[config.mk]
export PLATFORM = sky130hd
export DESIGN_NAME = pdrm_power_ref_ctrl
export DESIGN_NICKNAME = d
export VERILOG_FILES = /design/src/verilog/pdrm_pkg.sv /design/src/verilog/pdrm_power_ref_ctrl.sv
export SDC_FILE = /design/constraint.sdc
export NUM_CORES = 1
export LEC_CHECK = 0
export BUFFER_PORTS_ARGS = -buffer_cell sky130_fd_sc_hd__buf_2
export CAP_MARGIN = 20
export CORE_UTILIZATION = 30
export DETAILED_ROUTE_END_ITERATION = 12
export PLACE_DENSITY_LB_ADDON = 0.1
export SETUP_SLACK_MARGIN = 0.1
export SLEW_MARGIN = 20
export SYNTH_ARGS = -nofsm -noshare
export SYNTH_HDL_FRONTEND = slang
export SYNTH_SLANG_ARGS = --single-unit
export TNS_END_PERCENT = 5
[constraint.sdc]
create_clock -name clk_sys -period 6.07 [get_ports clk_sys]
set_clock_uncertainty 0.15 [all_clocks]
set_input_delay 0 -clock clk_sys [delete_from_list [all_inputs] [get_ports clk_sys]]
set_output_delay 0 -clock clk_sys [all_outputs]
set_load 0.02 [all_outputs]
[src/verilog/pdrm_pkg.sv]
`default_nettype none
package pdrm_pkg;
   // register offsets on the serial configuration port
   localparam logic [15:0] OFS_LOCK_DBL  = 16'h006C;
   localparam logic [15:0] OFS_REF_OFF   = 16'h006D;
   localparam logic [15:0] OFS_RSVD_PWR  = 16'h006E;
   localparam logic [15:0] OFS_PAIR_OFF  = 16'h006F;
   localparam logic [15:0] OFS_CORE_OFF  = 16'h0070;
   localparam logic [15:0] OFS_REF0_HI   = 16'h0071;
   localparam logic [15:0] OFS_REF0_MID  = 16'h0072;
   localparam logic [15:0] OFS_REF0_LO   = 16'h0073;
   localparam logic [15:0] OFS_REF1_HI   = 16'h0074;
   localparam logic [15:0] OFS_REF1_MID  = 16'h0075;
   localparam logic [15:0] OFS_REF1_LO   = 16'h0076;
   localparam logic [15:0] OFS_RSVD_MONA = 16'h0077;
   localparam logic [15:0] OFS_RSVD_MONB = 16'h0078;
   localparam logic [15:0] OFS_STICKY    = 16'h0200;
   // field positions
   localparam int BIT_LOCK_MODE = 5;
   localparam int BIT_DBL_BYP   = 4;
   localparam int BIT_DLOOP     = 2;
   localparam int BIT_MOD       = 1;
   localparam int BIT_CAL       = 0;
   localparam int BIT_LIM_HI    = 0;
   localparam int BIT_ST_LOL    = 6;
   localparam int BIT_ST_LOS1   = 1;
   localparam int BIT_ST_LOS0   = 0;
   // reset values and the smallest miss limit
   localparam logic        RST_CTRL_BIT = 1'b0;
   localparam logic [16:0] RST_LIMIT    = 17'h1FFFF;
   localparam logic [16:0] LIMIT_MIN    = 17'h00003;
   // loss-of-lock alarm states
   typedef enum logic {PDRM_LOL_RAISED, PDRM_LOL_CLEAR} pdrm_lol_t;
endpackage
`default_nettype wire

[src/verilog/pdrm_power_ref_ctrl.sv]
// How it works
// - lock alarm release: locked, or locked+stable
// - doubler bypass bit picks 1x or 2x
// - one disable bit per input reference
// - pair disable gates logic, driver high-Z
// - digital loop off while bit set
// - modulator off while bit set
// - calibration held while bit set
// - 17-bit miss limit, three bytes, ones
// - soft miss alarm after limit periods
// - reserved bits written zero, read as zero
// - sticky alarm status, write one clears
`timescale 1ns/1ps
`default_nettype none
module pdrm_power_ref_ctrl
   import pdrm_pkg::*;
#(
   parameter int LIMIT_W = 17
) (
   input  wire  logic         clk_sys,               // system clock
   input  wire  logic         rst_n,                 // sync reset, low
   input  wire  logic         ce,                    // clock enable
   input  wire  logic [15:0]  cfgAddr,               // register address
   input  wire  logic         cfgWrEn,               // write strobe
   input  wire  logic [7:0]   cfgWrData,             // write byte
   input  wire  logic         cfgRdEn,               // read strobe
   output var   logic [7:0]   cfgRdData,             // read byte
   input  wire  logic [1:0]   refIn,                 // reference levels
   input  wire  logic         pllLocked,             // loop lock
   input  wire  logic         outputsStable,         // outputs settled
   input  wire  logic [3:0]   pairClkIn,             // per-pair clocks
   output var   logic [3:0]   pairClkOut,            // gated pair clocks
   output logic [3:0]         pairDrvOeN,            // high: driver high-Z
   output logic               lockReleaseMode,       // alarm release mode
   output logic               crystalDoublerOn,      // 2x crystal used
   output logic [1:0]         inputReferenceOff,     // reference disables
   output logic [3:0]         outputPairOff,         // pair disables
   output logic               digitalLoopOff,        // digital loop off
   output logic               modulatorOff,          // modulator off
   output logic               calibrationHold,       // calibration held
   output logic               lossOfLockAlarm,       // lock alarm
   output var   logic [1:0]   missingReferenceAlarm  // soft miss alarms
);

   // 16-bit address match, shared by every write decode
   function automatic logic hit(input logic [15:0] a,
                                input logic [15:0] ofs);
      hit = (a == ofs);
   endfunction

   // one stored bit placed at its position in a read byte
   function automatic logic [7:0] place(input logic b, input int pos);
      place = 8'(b) << pos;
   endfunction

   // control bits
   logic                lockMode_q;
   logic                dblBypass_q;
   logic [1:0]          refOff_q;
   logic [3:0]          pairOff_q;
   logic                dloopOff_q;
   logic                modOff_q;
   logic                calHold_q;
   wire  [LIMIT_W-1:0]  limVal [2];
   wire  [1:0]          missBits;
   logic [2:0]          sticky_q;
   logic [2:0]          sticky_d;
   logic [7:0]          rdData_q;
   logic [7:0]          rdMux;
   pdrm_lol_t           lolState_q;
   pdrm_lol_t           lolState_d;
   logic                lolPrev_q;
   logic [1:0]          missPrev_q;

   // write decodes
   wire wrLock   = cfgWrEn && hit(cfgAddr, OFS_LOCK_DBL);
   wire wrRefOff = cfgWrEn && hit(cfgAddr, OFS_REF_OFF);
   wire wrPair   = cfgWrEn && hit(cfgAddr, OFS_PAIR_OFF);
   wire wrCore   = cfgWrEn && hit(cfgAddr, OFS_CORE_OFF);
   wire wrSticky = cfgWrEn && hit(cfgAddr, OFS_STICKY);

   // limit byte offsets per reference, high/mid/low
   wire [15:0] limHiOfs  [2];
   wire [15:0] limMidOfs [2];
   wire [15:0] limLoOfs  [2];
   assign limHiOfs[0]  = OFS_REF0_HI;
   assign limMidOfs[0] = OFS_REF0_MID;
   assign limLoOfs[0]  = OFS_REF0_LO;
   assign limHiOfs[1]  = OFS_REF1_HI;
   assign limMidOfs[1] = OFS_REF1_MID;
   assign limLoOfs[1]  = OFS_REF1_LO;

   // field extraction from the write byte
   wire       wrModeBit  = cfgWrData[BIT_LOCK_MODE];
   wire       wrBypBit   = cfgWrData[BIT_DBL_BYP];
   wire [1:0] wrRefBits  = cfgWrData[1:0];
   wire [3:0] wrPairBits = cfgWrData[3:0];
   wire       wrLoopBit  = cfgWrData[BIT_DLOOP];
   wire       wrModBit   = cfgWrData[BIT_MOD];
   wire       wrCalBit   = cfgWrData[BIT_CAL];

   // lock release mode and doubler bypass share one byte
   // only defined fields are stored; reserved writes are dropped
   always_ff @(posedge clk_sys) begin
      if (!rst_n) begin
         lockMode_q  <= RST_CTRL_BIT;
         dblBypass_q <= RST_CTRL_BIT;
      end else if (ce && wrLock) begin
         lockMode_q  <= wrModeBit;
         dblBypass_q <= wrBypBit;
      end
   end

   // input reference disables
   always_ff @(posedge clk_sys) begin
      if (!rst_n) begin
         refOff_q <= {2{RST_CTRL_BIT}};
      end else if (ce && wrRefOff) begin
         refOff_q <= wrRefBits;
      end
   end

   // output pair disables
   always_ff @(posedge clk_sys) begin
      if (!rst_n) begin
         pairOff_q <= {4{RST_CTRL_BIT}};
      end else if (ce && wrPair) begin
         pairOff_q <= wrPairBits;
      end
   end

   // loop core disables; a held calibration leaves the loop untrimmed
   always_ff @(posedge clk_sys) begin
      if (!rst_n) begin
         dloopOff_q <= RST_CTRL_BIT;
         modOff_q   <= RST_CTRL_BIT;
         calHold_q  <= RST_CTRL_BIT;
      end else if (ce && wrCore) begin
         dloopOff_q <= wrLoopBit;
         modOff_q   <= wrModBit;
         calHold_q  <= wrCalBit;
      end
   end

   // core enables follow the stored bits directly; the doubler enable is the inverted bypass bit
   assign lockReleaseMode   = lockMode_q;
   assign crystalDoublerOn  = ~dblBypass_q;
   assign inputReferenceOff = refOff_q;
   assign outputPairOff     = pairOff_q;
   assign pairDrvOeN        = pairOff_q;
   assign digitalLoopOff    = dloopOff_q;
   assign modulatorOff      = modOff_q;
   assign calibrationHold   = calHold_q;

   // pair clock gating; a disabled pair holds its output low
   // so nothing downstream toggles while the driver floats
   always_ff @(posedge clk_sys) begin
      if (!rst_n) begin
         pairClkOut <= 4'h0;
      end else if (ce) begin
         pairClkOut <= pairClkIn & ~pairOff_q;
      end
   end

   // per-reference limit registers and missing-reference monitors
   // a limit below three is host misuse and is not guarded here
   genvar r;
   generate
      for (r = 0; r < 2; r++) begin : g_ref
         logic [LIMIT_W-1:0] lim_q;
         logic [LIMIT_W-1:0] cnt_q;
         logic               refPrev_q;
         logic               miss_q;
         wire                refEdge = refIn[r] & ~refPrev_q;
         wire                atLimit = (cnt_q >= lim_q);

         // byte selects for this reference's limit
         wire                wrHi  = cfgWrEn && hit(cfgAddr, limHiOfs[r]);
         wire                wrMid = cfgWrEn && hit(cfgAddr, limMidOfs[r]);
         wire                wrLo  = cfgWrEn && hit(cfgAddr, limLoOfs[r]);

         // limit split over three bytes; bit 16 alone in the high one
         // each byte lands at once, so a partial update is briefly live
         always_ff @(posedge clk_sys) begin
            if (!rst_n) begin
               lim_q <= LIMIT_W'(RST_LIMIT);
            end else if (ce) begin
               if (wrHi) begin
                  lim_q[16] <= cfgWrData[BIT_LIM_HI];
               end
               if (wrMid) begin
                  lim_q[15:8] <= cfgWrData;
               end
               if (wrLo) begin
                  lim_q[7:0] <= cfgWrData;
               end
            end
         end

         // counter of monitoring periods since the last edge
         // a disabled reference is held at zero and never alarms
         always_ff @(posedge clk_sys) begin
            if (!rst_n) begin
               cnt_q     <= '0;
               refPrev_q <= 1'b0;
            end else if (ce) begin
               refPrev_q <= refIn[r];
               if (refOff_q[r] || refEdge) begin
                  cnt_q <= '0;
               end else if (!atLimit) begin
                  cnt_q <= cnt_q + 1'b1;
               end
            end
         end

         // soft alarm once the programmed periods pass with no edge
         always_ff @(posedge clk_sys) begin
            if (!rst_n) begin
               miss_q <= 1'b0;
            end else if (ce) begin
               miss_q <= ~refOff_q[r] & atLimit;
            end
         end

         // results leave the loop through nets, one driver each
         assign limVal[r]   = lim_q;
         assign missBits[r] = miss_q;
      end
   endgenerate

   // soft alarms gathered from both monitors
   assign missingReferenceAlarm = missBits;

   // loss-of-lock alarm; raised from reset until the loop locks (with release mode set, also until outputs settle)
   always_comb begin
      lolState_d = lolState_q;
      unique case (lolState_q)
         PDRM_LOL_RAISED: begin
            if (pllLocked && (!lockMode_q || outputsStable)) begin
               lolState_d = PDRM_LOL_CLEAR;
            end
         end
         PDRM_LOL_CLEAR: begin
            if (!pllLocked) begin
               lolState_d = PDRM_LOL_RAISED;
            end
         end
      endcase
   end

   // lock alarm state register
   always_ff @(posedge clk_sys) begin
      if (!rst_n) begin
         lolState_q <= PDRM_LOL_RAISED;
      end else if (ce) begin
         lolState_q <= lolState_d;
      end
   end

   assign lossOfLockAlarm = (lolState_q == PDRM_LOL_RAISED);

   // alarm onsets for the sticky status
   // edge-triggered so a long alarm does not refill a cleared bit
   wire lolRise      = lossOfLockAlarm & ~lolPrev_q;
   wire [1:0] losRise = missingReferenceAlarm & ~missPrev_q;
   wire [2:0] stSet  = {lolRise, losRise};
   wire [2:0] stClr  = wrSticky ?
                       {cfgWrData[BIT_ST_LOL], cfgWrData[BIT_ST_LOS1],
                        cfgWrData[BIT_ST_LOS0]} : 3'h0;

   // set beats a clear arriving in the same cycle
   assign sticky_d = (sticky_q & ~stClr) | stSet;

   // sticky status bits
   always_ff @(posedge clk_sys) begin
      if (!rst_n) begin
         sticky_q <= 3'h0;
      end else if (ce) begin
         sticky_q <= sticky_d;
      end
   end

   // previous alarm levels for onset detection
   // lock history starts raised, like the alarm out of reset,
   // so leaving reset is not taken for a fresh loss of lock
   always_ff @(posedge clk_sys) begin
      if (!rst_n) begin
         lolPrev_q  <= 1'b1;
         missPrev_q <= 2'h0;
      end else if (ce) begin
         lolPrev_q  <= lossOfLockAlarm;
         missPrev_q <= missingReferenceAlarm;
      end
   end

   // read fields placed at their byte positions
   wire [7:0] rdLock   = place(lockMode_q, BIT_LOCK_MODE)
                       | place(dblBypass_q, BIT_DBL_BYP);
   wire [7:0] rdCore   = place(dloopOff_q, BIT_DLOOP)
                       | place(modOff_q, BIT_MOD)
                       | place(calHold_q, BIT_CAL);
   wire [7:0] rdStk    = place(sticky_q[2], BIT_ST_LOL)
                       | place(sticky_q[1], BIT_ST_LOS1)
                       | place(sticky_q[0], BIT_ST_LOS0);
   wire [7:0] rdRef    = {6'h00, refOff_q};
   wire [7:0] rdPair   = {4'h0, pairOff_q};
   wire [7:0] rdLim0Hi = place(limVal[0][16], BIT_LIM_HI);
   wire [7:0] rdLim1Hi = place(limVal[1][16], BIT_LIM_HI);

   // read mux; reserved bits and unmapped addresses return zero
   always_comb begin
      unique case (cfgAddr)
         OFS_LOCK_DBL:  rdMux = rdLock;
         OFS_REF_OFF:   rdMux = rdRef;
         OFS_PAIR_OFF:  rdMux = rdPair;
         OFS_CORE_OFF:  rdMux = rdCore;
         OFS_REF0_HI:   rdMux = rdLim0Hi;
         OFS_REF0_MID:  rdMux = limVal[0][15:8];
         OFS_REF0_LO:   rdMux = limVal[0][7:0];
         OFS_REF1_HI:   rdMux = rdLim1Hi;
         OFS_REF1_MID:  rdMux = limVal[1][15:8];
         OFS_REF1_LO:   rdMux = limVal[1][7:0];
         OFS_STICKY:    rdMux = rdStk;
         default:       rdMux = 8'h00;
      endcase
   end

   // read data registered; answer one cycle after the strobe
   always_ff @(posedge clk_sys) begin
      if (!rst_n) begin
         rdData_q <= 8'h00;
      end else if (ce && cfgRdEn) begin
         rdData_q <= rdMux;
      end
   end

   // read byte stands until the next read strobe
   assign cfgRdData = rdData_q;

endmodule // pdrm_power_ref_ctrl
`default_nettype wire
==> results_dict.tcl, run 1 <==
set metrics [dict create \
    cap_violations 0 \
    die_y_um 145 \
    ctsResizeCount 0 \
    min_from "rst_n" \
    pre_cts_ws_ns 3.07 \
    dr.pass1.iters 7 \
    start_kind "flop" \
    hold_path_end "g_ref[0].lim_q[16]" \
    initial_core_util 0.309 \
    outcome "finished, final reports clean" \
    grt_pass1_wl_mm 31.4 \
    track_usage 0.201 \
    fin_nets 871 \
    fin_crit_sh 0.465 \
    syn_area_um2 6100 \
    yosys_warnings 0 \
    pwr-share-clk 0.427 \
    drv_slew 0 \
    die_w_um 145 \
    ys_seq_elements 102 \
    place_congestion 0.878 \
    drc 0 \
    layout-drive-gt1-share 0.153 \
    mostFrequentLayoutCells "nand2_1, dfxtp_1, buf_2" \
    synth-simple-area-share 0.264 \
    final.setup.tns_ns 0 \
    switchingPower_mw 0.375 \
    r2r_cells 8 \
    worstReg2RegEnd "g_ref[0].cnt_q[8]" \
    worstHoldPathCells 2 \
    ios 67 \
    crit_path_cell_trace "inv_1 > ha_1 > a21oi_1 > o21ai_0 > a21oi_1 > and3_1 > nor2_1 > o41a_1" \
    gr-total-overflow 0 \
    slowest_delay_ns 0.75 \
    post_drt_wl_per_cell_um 18.7 \
    fillerInstances 2085 \
    wl_met3_um 779 \
    arrival_ns 2.92 \
    rsz0062_at_grt "no" \
    syn_nets 821 \
    worst_path_most_repeated_cell "a21oi_1" \
    grt_pass1_vias 5506 \
    vdd.ir_drop.worst_uv 131 \
    r2r_start "g_ref[0].lim_q[6]" \
    post-route-min-period_ns 2.82 \
    insertion_delay_ns 0.37 \
    tightestPinTransition_ns 0.941 \
    synthAdderAreaFrac 0.0738 \
    seqPwrFrac 0.493 \
    max_freq_mhz 355 \
    place_inst 1033 \
    path_class "flop to flop" \
    cts_sinks 102 \
    synthCells 748 \
    fin_hold_ws_ns 0.0222 \
    wl_met2_mm 9.68 \
    p_leak_nw 3.01 \
    synth_mux_area_frac 0.0447 \
    final_common_cell "nand2_1" \
    yosys.area_share.xor_xnor 0 \
    vias 5752 \
    grt_max_degree 39 \
    core_um2 19700 \
    synth.distinct_cells 70 \
    hp-class "primary input to flop" \
    antenna_found_initial 0 \
    cts_tree "built" \
    setup_viol 0 \
    synth_top_family_by_area "simple AND/OR/NAND/NOR gates" \
    viasPerCell 5.39 \
    met1_length_mm 9.01 \
    synth_edf_count 0 \
    finalHoldViolations 0 \
    slew_headroom 0.373 \
    clkTransAtPathRegs_ns 0.07 \
    path_max_fanout 23 \
    async_reset_ff_frac 0 \
    fin_ws_ns 3.25 \
    clockBufferDepth 2 \
    routed.top_layer "met4" \
    wirelength_mm 19.9 \
    synth_compound_area_frac 0.210 \
    ys.flop_type "dfxtp_1" \
    port_buffers 66 \
    r2r_slack_ns 3.25 \
    dieArea_um2 20900 \
    row_count 51 \
    p_comb_frac 0.079 \
    avgSynthCellArea_um2 8.16 \
    crit_required_ns 6.17 \
    intPower_mw 0.998 \
    cts_max_level 3 \
    end_kind "flop" \
    cp_slowest_cell "and3_1" \
    ys_seq_area_frac 0.335 \
    fin_cells 1068 \
    cts_made_buffers 9 \
    p_sw_frac 0.273 \
    dp_hpwl_mm 14.7 \
    ant_nets 0 \
    power.total_mw 1.37 \
    powerDensity_nw_per_um2 196 \
    area_delta_synth_final_pct 15.0 \
    ctsRootBufferMaster "clkbuf_16" \
    n_antenna_cell 0 \
    drt_iter0_markers 278 \
]
==> worst max-delay path, delay by kind of cell, from the launching register on <==
kind / cells / cell delay, ns
AO/OA/AOI/OAI: 4 / 0.88
AND/OR/NAND/NOR: 2 / 0.86
flip-flops: 1 / 0.41
adder cells (fa/ha/maj): 1 / 0.31
buffers and inverters: 1 / 0.10
==> cell usage after synthesis (all sizes together), types with 3 or more instances <==
| cell | instances | share of area |
|---|---|---|
| o32ai | 4 | 0.0070 |
| a31oi | 11 | 0.011 |
| buf | 23 | 0.026 |
| ha | 36 | 0.074 |
| and4 | 4 | 0.0057 |
| nand4b | 3 | 0.0043 |
| nand3 | 54 | 0.044 |
| nand2b | 5 | 0.0051 |
| a32oi | 3 | 0.0043 |
| nand3b | 10 | 0.013 |
| dfxtp | 102 | 0.33 |
| or3 | 3 | 0.0031 |
| and2 | 8 | 0.0082 |
| nor2 | 43 | 0.026 |
| o21a | 4 | 0.0049 |
| a22oi | 9 | 0.011 |
| o211ai | 32 | 0.039 |
| nand4 | 16 | 0.021 |
| mux2i | 25 | 0.041 |
| a21o | 6 | 0.0074 |
| inv | 47 | 0.029 |
| a31o | 3 | 0.0043 |
| o31ai | 9 | 0.016 |
| a221oi | 5 | 0.0082 |
| a21oi | 40 | 0.033 |
| o311ai | 5 | 0.0072 |
| nor3 | 17 | 0.021 |
| nor4 | 4 | 0.0076 |
| clkbuf | 29 | 0.018 |
| or2 | 4 | 0.0041 |
| and3 | 16 | 0.016 |
| nand2 | 109 | 0.067 |
| nor2b | 6 | 0.0062 |
| a211oi | 3 | 0.0037 |
| nor4b | 3 | 0.0043 |
| o21ai | 24 | 0.020 |
==> stage by stage <==
step | instance area [um2] | utilization
floorplan | 6100 | -
global placement | 6540 | 0.332
detailed placement | 6540 | 0.332
CTS | 7000 | 0.355
global route | 7020 | 0.356
finish | 7020 | 0.356
==> metal layers <==
metal,up-vias,track usage
li1,2822,-
met1,2782,0.258
met2,125,0.343
met3,23,0.0275
met4,0,0.0693
met5,-,0
==> state kept, by name (all words and copies together) (netlist names), 2 cells and up <==
signal,flops
sticky_q,3
g_ref.refPrev_q,2
outputPairOff,4
g_ref.lim_q,34
g_ref.cnt_q,34
missPrev_q,2
inputReferenceOff,2
pairClkOut,4
g_ref.miss_q,2
cfgRdData,8
==> power by group through the flow <==
stage	registers [mW]	logic, mW	clock network [mW]
global route	0.678	0.119	0.630
global placement	0.693	0.0993	0
CTS	0.677	0.109	0.605
detailed placement	0.693	0.100	0
finish	0.677	0.109	0.587
floorplan	0.694	0.0576	0
==> final cells by class <==
cell class / instances / area, um2 / share of cell area
well taps: 265 / 332 / 0.0473
clock buffers: 9 / 225 / 0.0321
multi-input cells: 547 / 3610 / 0.515
inverters: 47 / 176 / 0.0251
flip-flops and latches: 102 / 2040 / 0.291
clock inverters: 7 / 67.6 / 0.00963
repair buffers: 91 / 561 / 0.0799
==> worst max-delay path by stage <==
stage | slack [ns] | cells past startpoint | from | to
finish | 3.25 | 8 | g_ref[0].lim_q[6] | g_ref[0].cnt_q[8]
global placement | 3.30 | 8 | g_ref[1].lim_q[8] | g_ref[1].cnt_q[16]
global route | 3.04 | 8 | g_ref[0].lim_q[6] | g_ref[0].cnt_q[8]
detailed placement | 3.07 | 8 | g_ref[1].lim_q[8] | g_ref[1].cnt_q[4]
CTS | 3.06 | 8 | g_ref[1].lim_q[8] | g_ref[1].cnt_q[4]
floorplan | 3.68 | 9 | g_ref[1].lim_q[6] | g_ref[1].cnt_q[6]
==> logic make-up (layout without fill, tap and decap cells) <==
logic type	after synthesis	count (layout)
flops	102	102
buf+inv	99	154
compound gates	176	176
simple gates	308	308
fa+ha+maj	36	36
mux	27	27
==> what timing repair did <==
action                    in CTS  in global routing
setup buffers                  0                  0
hold endpoints to repair      61                  0
hold buffers                  17                  0
No activity file was read; power rests on OpenSTA's default activity.
==> run 2, diff against run 1 <==
clock period = 2.5 ns   (was 6.07 ns; I/O delays follow)
==> run 2 against run 1 <==
Register-to-register slack got worse by 3.1 ns. Clock-buffer cell count increased by 1. Global-route usage rose by 1.1 points. Non-clock buffer count rose by 60. Final cell count rose by 5.7%. Hold slack gained 0.011 ns. Via count is 4.3% higher. Core utilization is 3.8 points higher. Fmax increased by 18%. Critical endpoint is now g_ref[1].cnt_q[16].
==> results_dict.tcl, run 2 (synthesis gave the netlist of run 1 again) <==
set metrics [dict create \
    final_common_cell "nand2_1" \
    tightestPinTransition_ns 0.948 \
    p_leak_nw 3.33 \
    vias 5997 \
    cts_sinks 102 \
    ant_nets 0 \
    drv_slew 0 \
    ios 67 \
    fin_crit_sh 0.955 \
    p_sw_frac 0.263 \
    powerDensity_nw_per_um2 441 \
    path_max_fanout 6 \
    crit_required_ns 2.63 \
    drc 0 \
    cts_tree "built" \
    row_count 51 \
    start_kind "flop" \
    fin_nets 931 \
    end_kind "flop" \
    post-route-min-period_ns 2.39 \
    dieArea_um2 20900 \
    drt_iter0_markers 451 \
    vdd.ir_drop.worst_uv 359 \
    finalHoldViolations 0 \
    slew_headroom 0.368 \
    dp_hpwl_mm 15.9 \
    cts_made_buffers 9 \
    mostFrequentLayoutCells "nand2_1, dfxtp_1, buf_2" \
    gr-total-overflow 0 \
    clockBufferDepth 2 \
    switchingPower_mw 0.899 \
    clkTransAtPathRegs_ns 0.08 \
    fillerInstances 2012 \
    cts_max_level 3 \
    stdcell_area_um2 7760 \
    viasPerCell 5.31 \
    dr.pass1.iters 6 \
    path_class "flop to flop" \
    antenna_found_initial 0 \
    grt_pass1_vias 5927 \
    p_comb_frac 0.084 \
    final.setup.tns_ns 0 \
    pwr-share-clk 0.436 \
    core_um2 19700 \
    track_usage 0.212 \
    outcome "finished, final reports clean" \
    ctsRootBufferMaster "clkbuf_16" \
    seqPwrFrac 0.480 \
    max_freq_mhz 419 \
    cap_violations 0 \
    power.total_mw 3.42 \
    place_area_um2 6980 \
    layout-drive-gt1-share 0.272 \
    place_congestion 0.875 \
    crit_path_cell_trace "inv_2 > ha_4 > a21o_1 > a21o_1 > a2111oi_4 > o211a_4 > nand4_4 > buf_6 > o31ai_4" \
    cpLargestDelayFamily "compound AO/OA/AOI/OAI gates" \
    hp-class "primary input to flop" \
    setup_viol 0 \
    slowest_delay_ns 0.36 \
    cp_num_buf_inv 2 \
    post_drt_wl_per_cell_um 18.8 \
    die_y_um 145 \
    grt_max_degree 70 \
    initial_core_util 0.309 \
    intPower_mw 2.52 \
    grt_pass1_wl_mm 33.0 \
    die_w_um 145 \
    final_core_util 0.393 \
    arrival_ns 2.52 \
    port_buffers 66 \
    rsz0062_at_grt "yes" \
    cp_slowest_cell "a2111oi_4" \
    worst_path_most_repeated_cell "a21o_1" \
    fin_hold_ws_ns 0.0333 \
    insertion_delay_ns 0.36 \
    wirelength_mm 21.3 \
    area_delta_synth_final_pct 27.2 \
]
run 2: cell types whose count changed in the layout (fill, tap and decap cells not counted), moves of 5 or more:
cell     previous run  this run
inv_2               0         8
dfxtp_2             0        19
ha_1               36        26
buf_4               7        63
buf_6               0         5
o21ai_0            21        16
ha_4                0         9
dfxtp_1           102        83
inv_1              47        39
run 2: cell type report:
cell class / instances / area [um2] / share of cell area
antenna: 1 / 2.50 / 0.000323
timing repair buffer: 151 / 1030 / 0.133
clock inverter: 6 / 70.1 / 0.00903
multi-input combinational: 547 / 3850 / 0.497
inverter: 47 / 176 / 0.0227
sequential: 102 / 2070 / 0.266
clock buffer: 10 / 229 / 0.0295
tap: 265 / 332 / 0.0427
run 2: power by group through the flow:
stage                     combinational [mW]  clock [mW]  sequential [mW]
after global placement                 0.259           0             1.68
after detailed placement               0.262           0             1.68
after floorplan                        0.140           0             1.68
after global routing                   0.310        1.59             1.64
after CTS                              0.285        1.51             1.64
final                                  0.287        1.49             1.64
run 2: worst paths after layout:
kind	from	to	slack [ns]	cells past startpoint
max	g_ref[1].lim_q[6]	g_ref[1].cnt_q[16]	0.11	9
min	rst_n	g_ref[0].cnt_q[14]	0.03	5
max reg2reg	g_ref[1].lim_q[6]	g_ref[1].cnt_q[16]	0.11	9
min reg2reg	cfgRdData[5]	cfgRdData[5]	0.30	2
run 2: what timing repair did:
| action | CTS | global route |
|---|---|---|
| hold endpoints to repair | 53 | 0 |
| hold buffers | 17 | 0 |
| resized for setup | 16 | 57 |
| buffers inserted | 2 | 1 |
| endpoints found under the setup margin | 32 | 31 |
| pin swaps | 7 | 32 |
run 2: worst min-delay path, delay by kind of cell:
family                 cells  cell delay (ns)
and+or+nand+nor            4             0.36
buffers and inverters      1             0.13
run 2: metrics by stage:
| step | instances | setup WS (ns) |
|---|---|---|
| 5_1_grt | 1128 | -0.00904 |
| 4_1_cts | 1127 | 0.0827 |
| 6_report | 1129 | 0.112 |
| 2_1_floorplan | 748 | 0.107 |
| 3_5_place_dp | 1092 | -0.0690 |
| 3_3_place_gp | 1092 | 0.00970 |
run 2: routing by layer:
metal	up-vias	global-route usage	share of wire
met5	-	0	0
met4	0	0.0510	0.015
met3	22	0.0321	0.036
met2	128	0.380	0.51
met1	2905	0.262	0.44
li1	2942	-	-
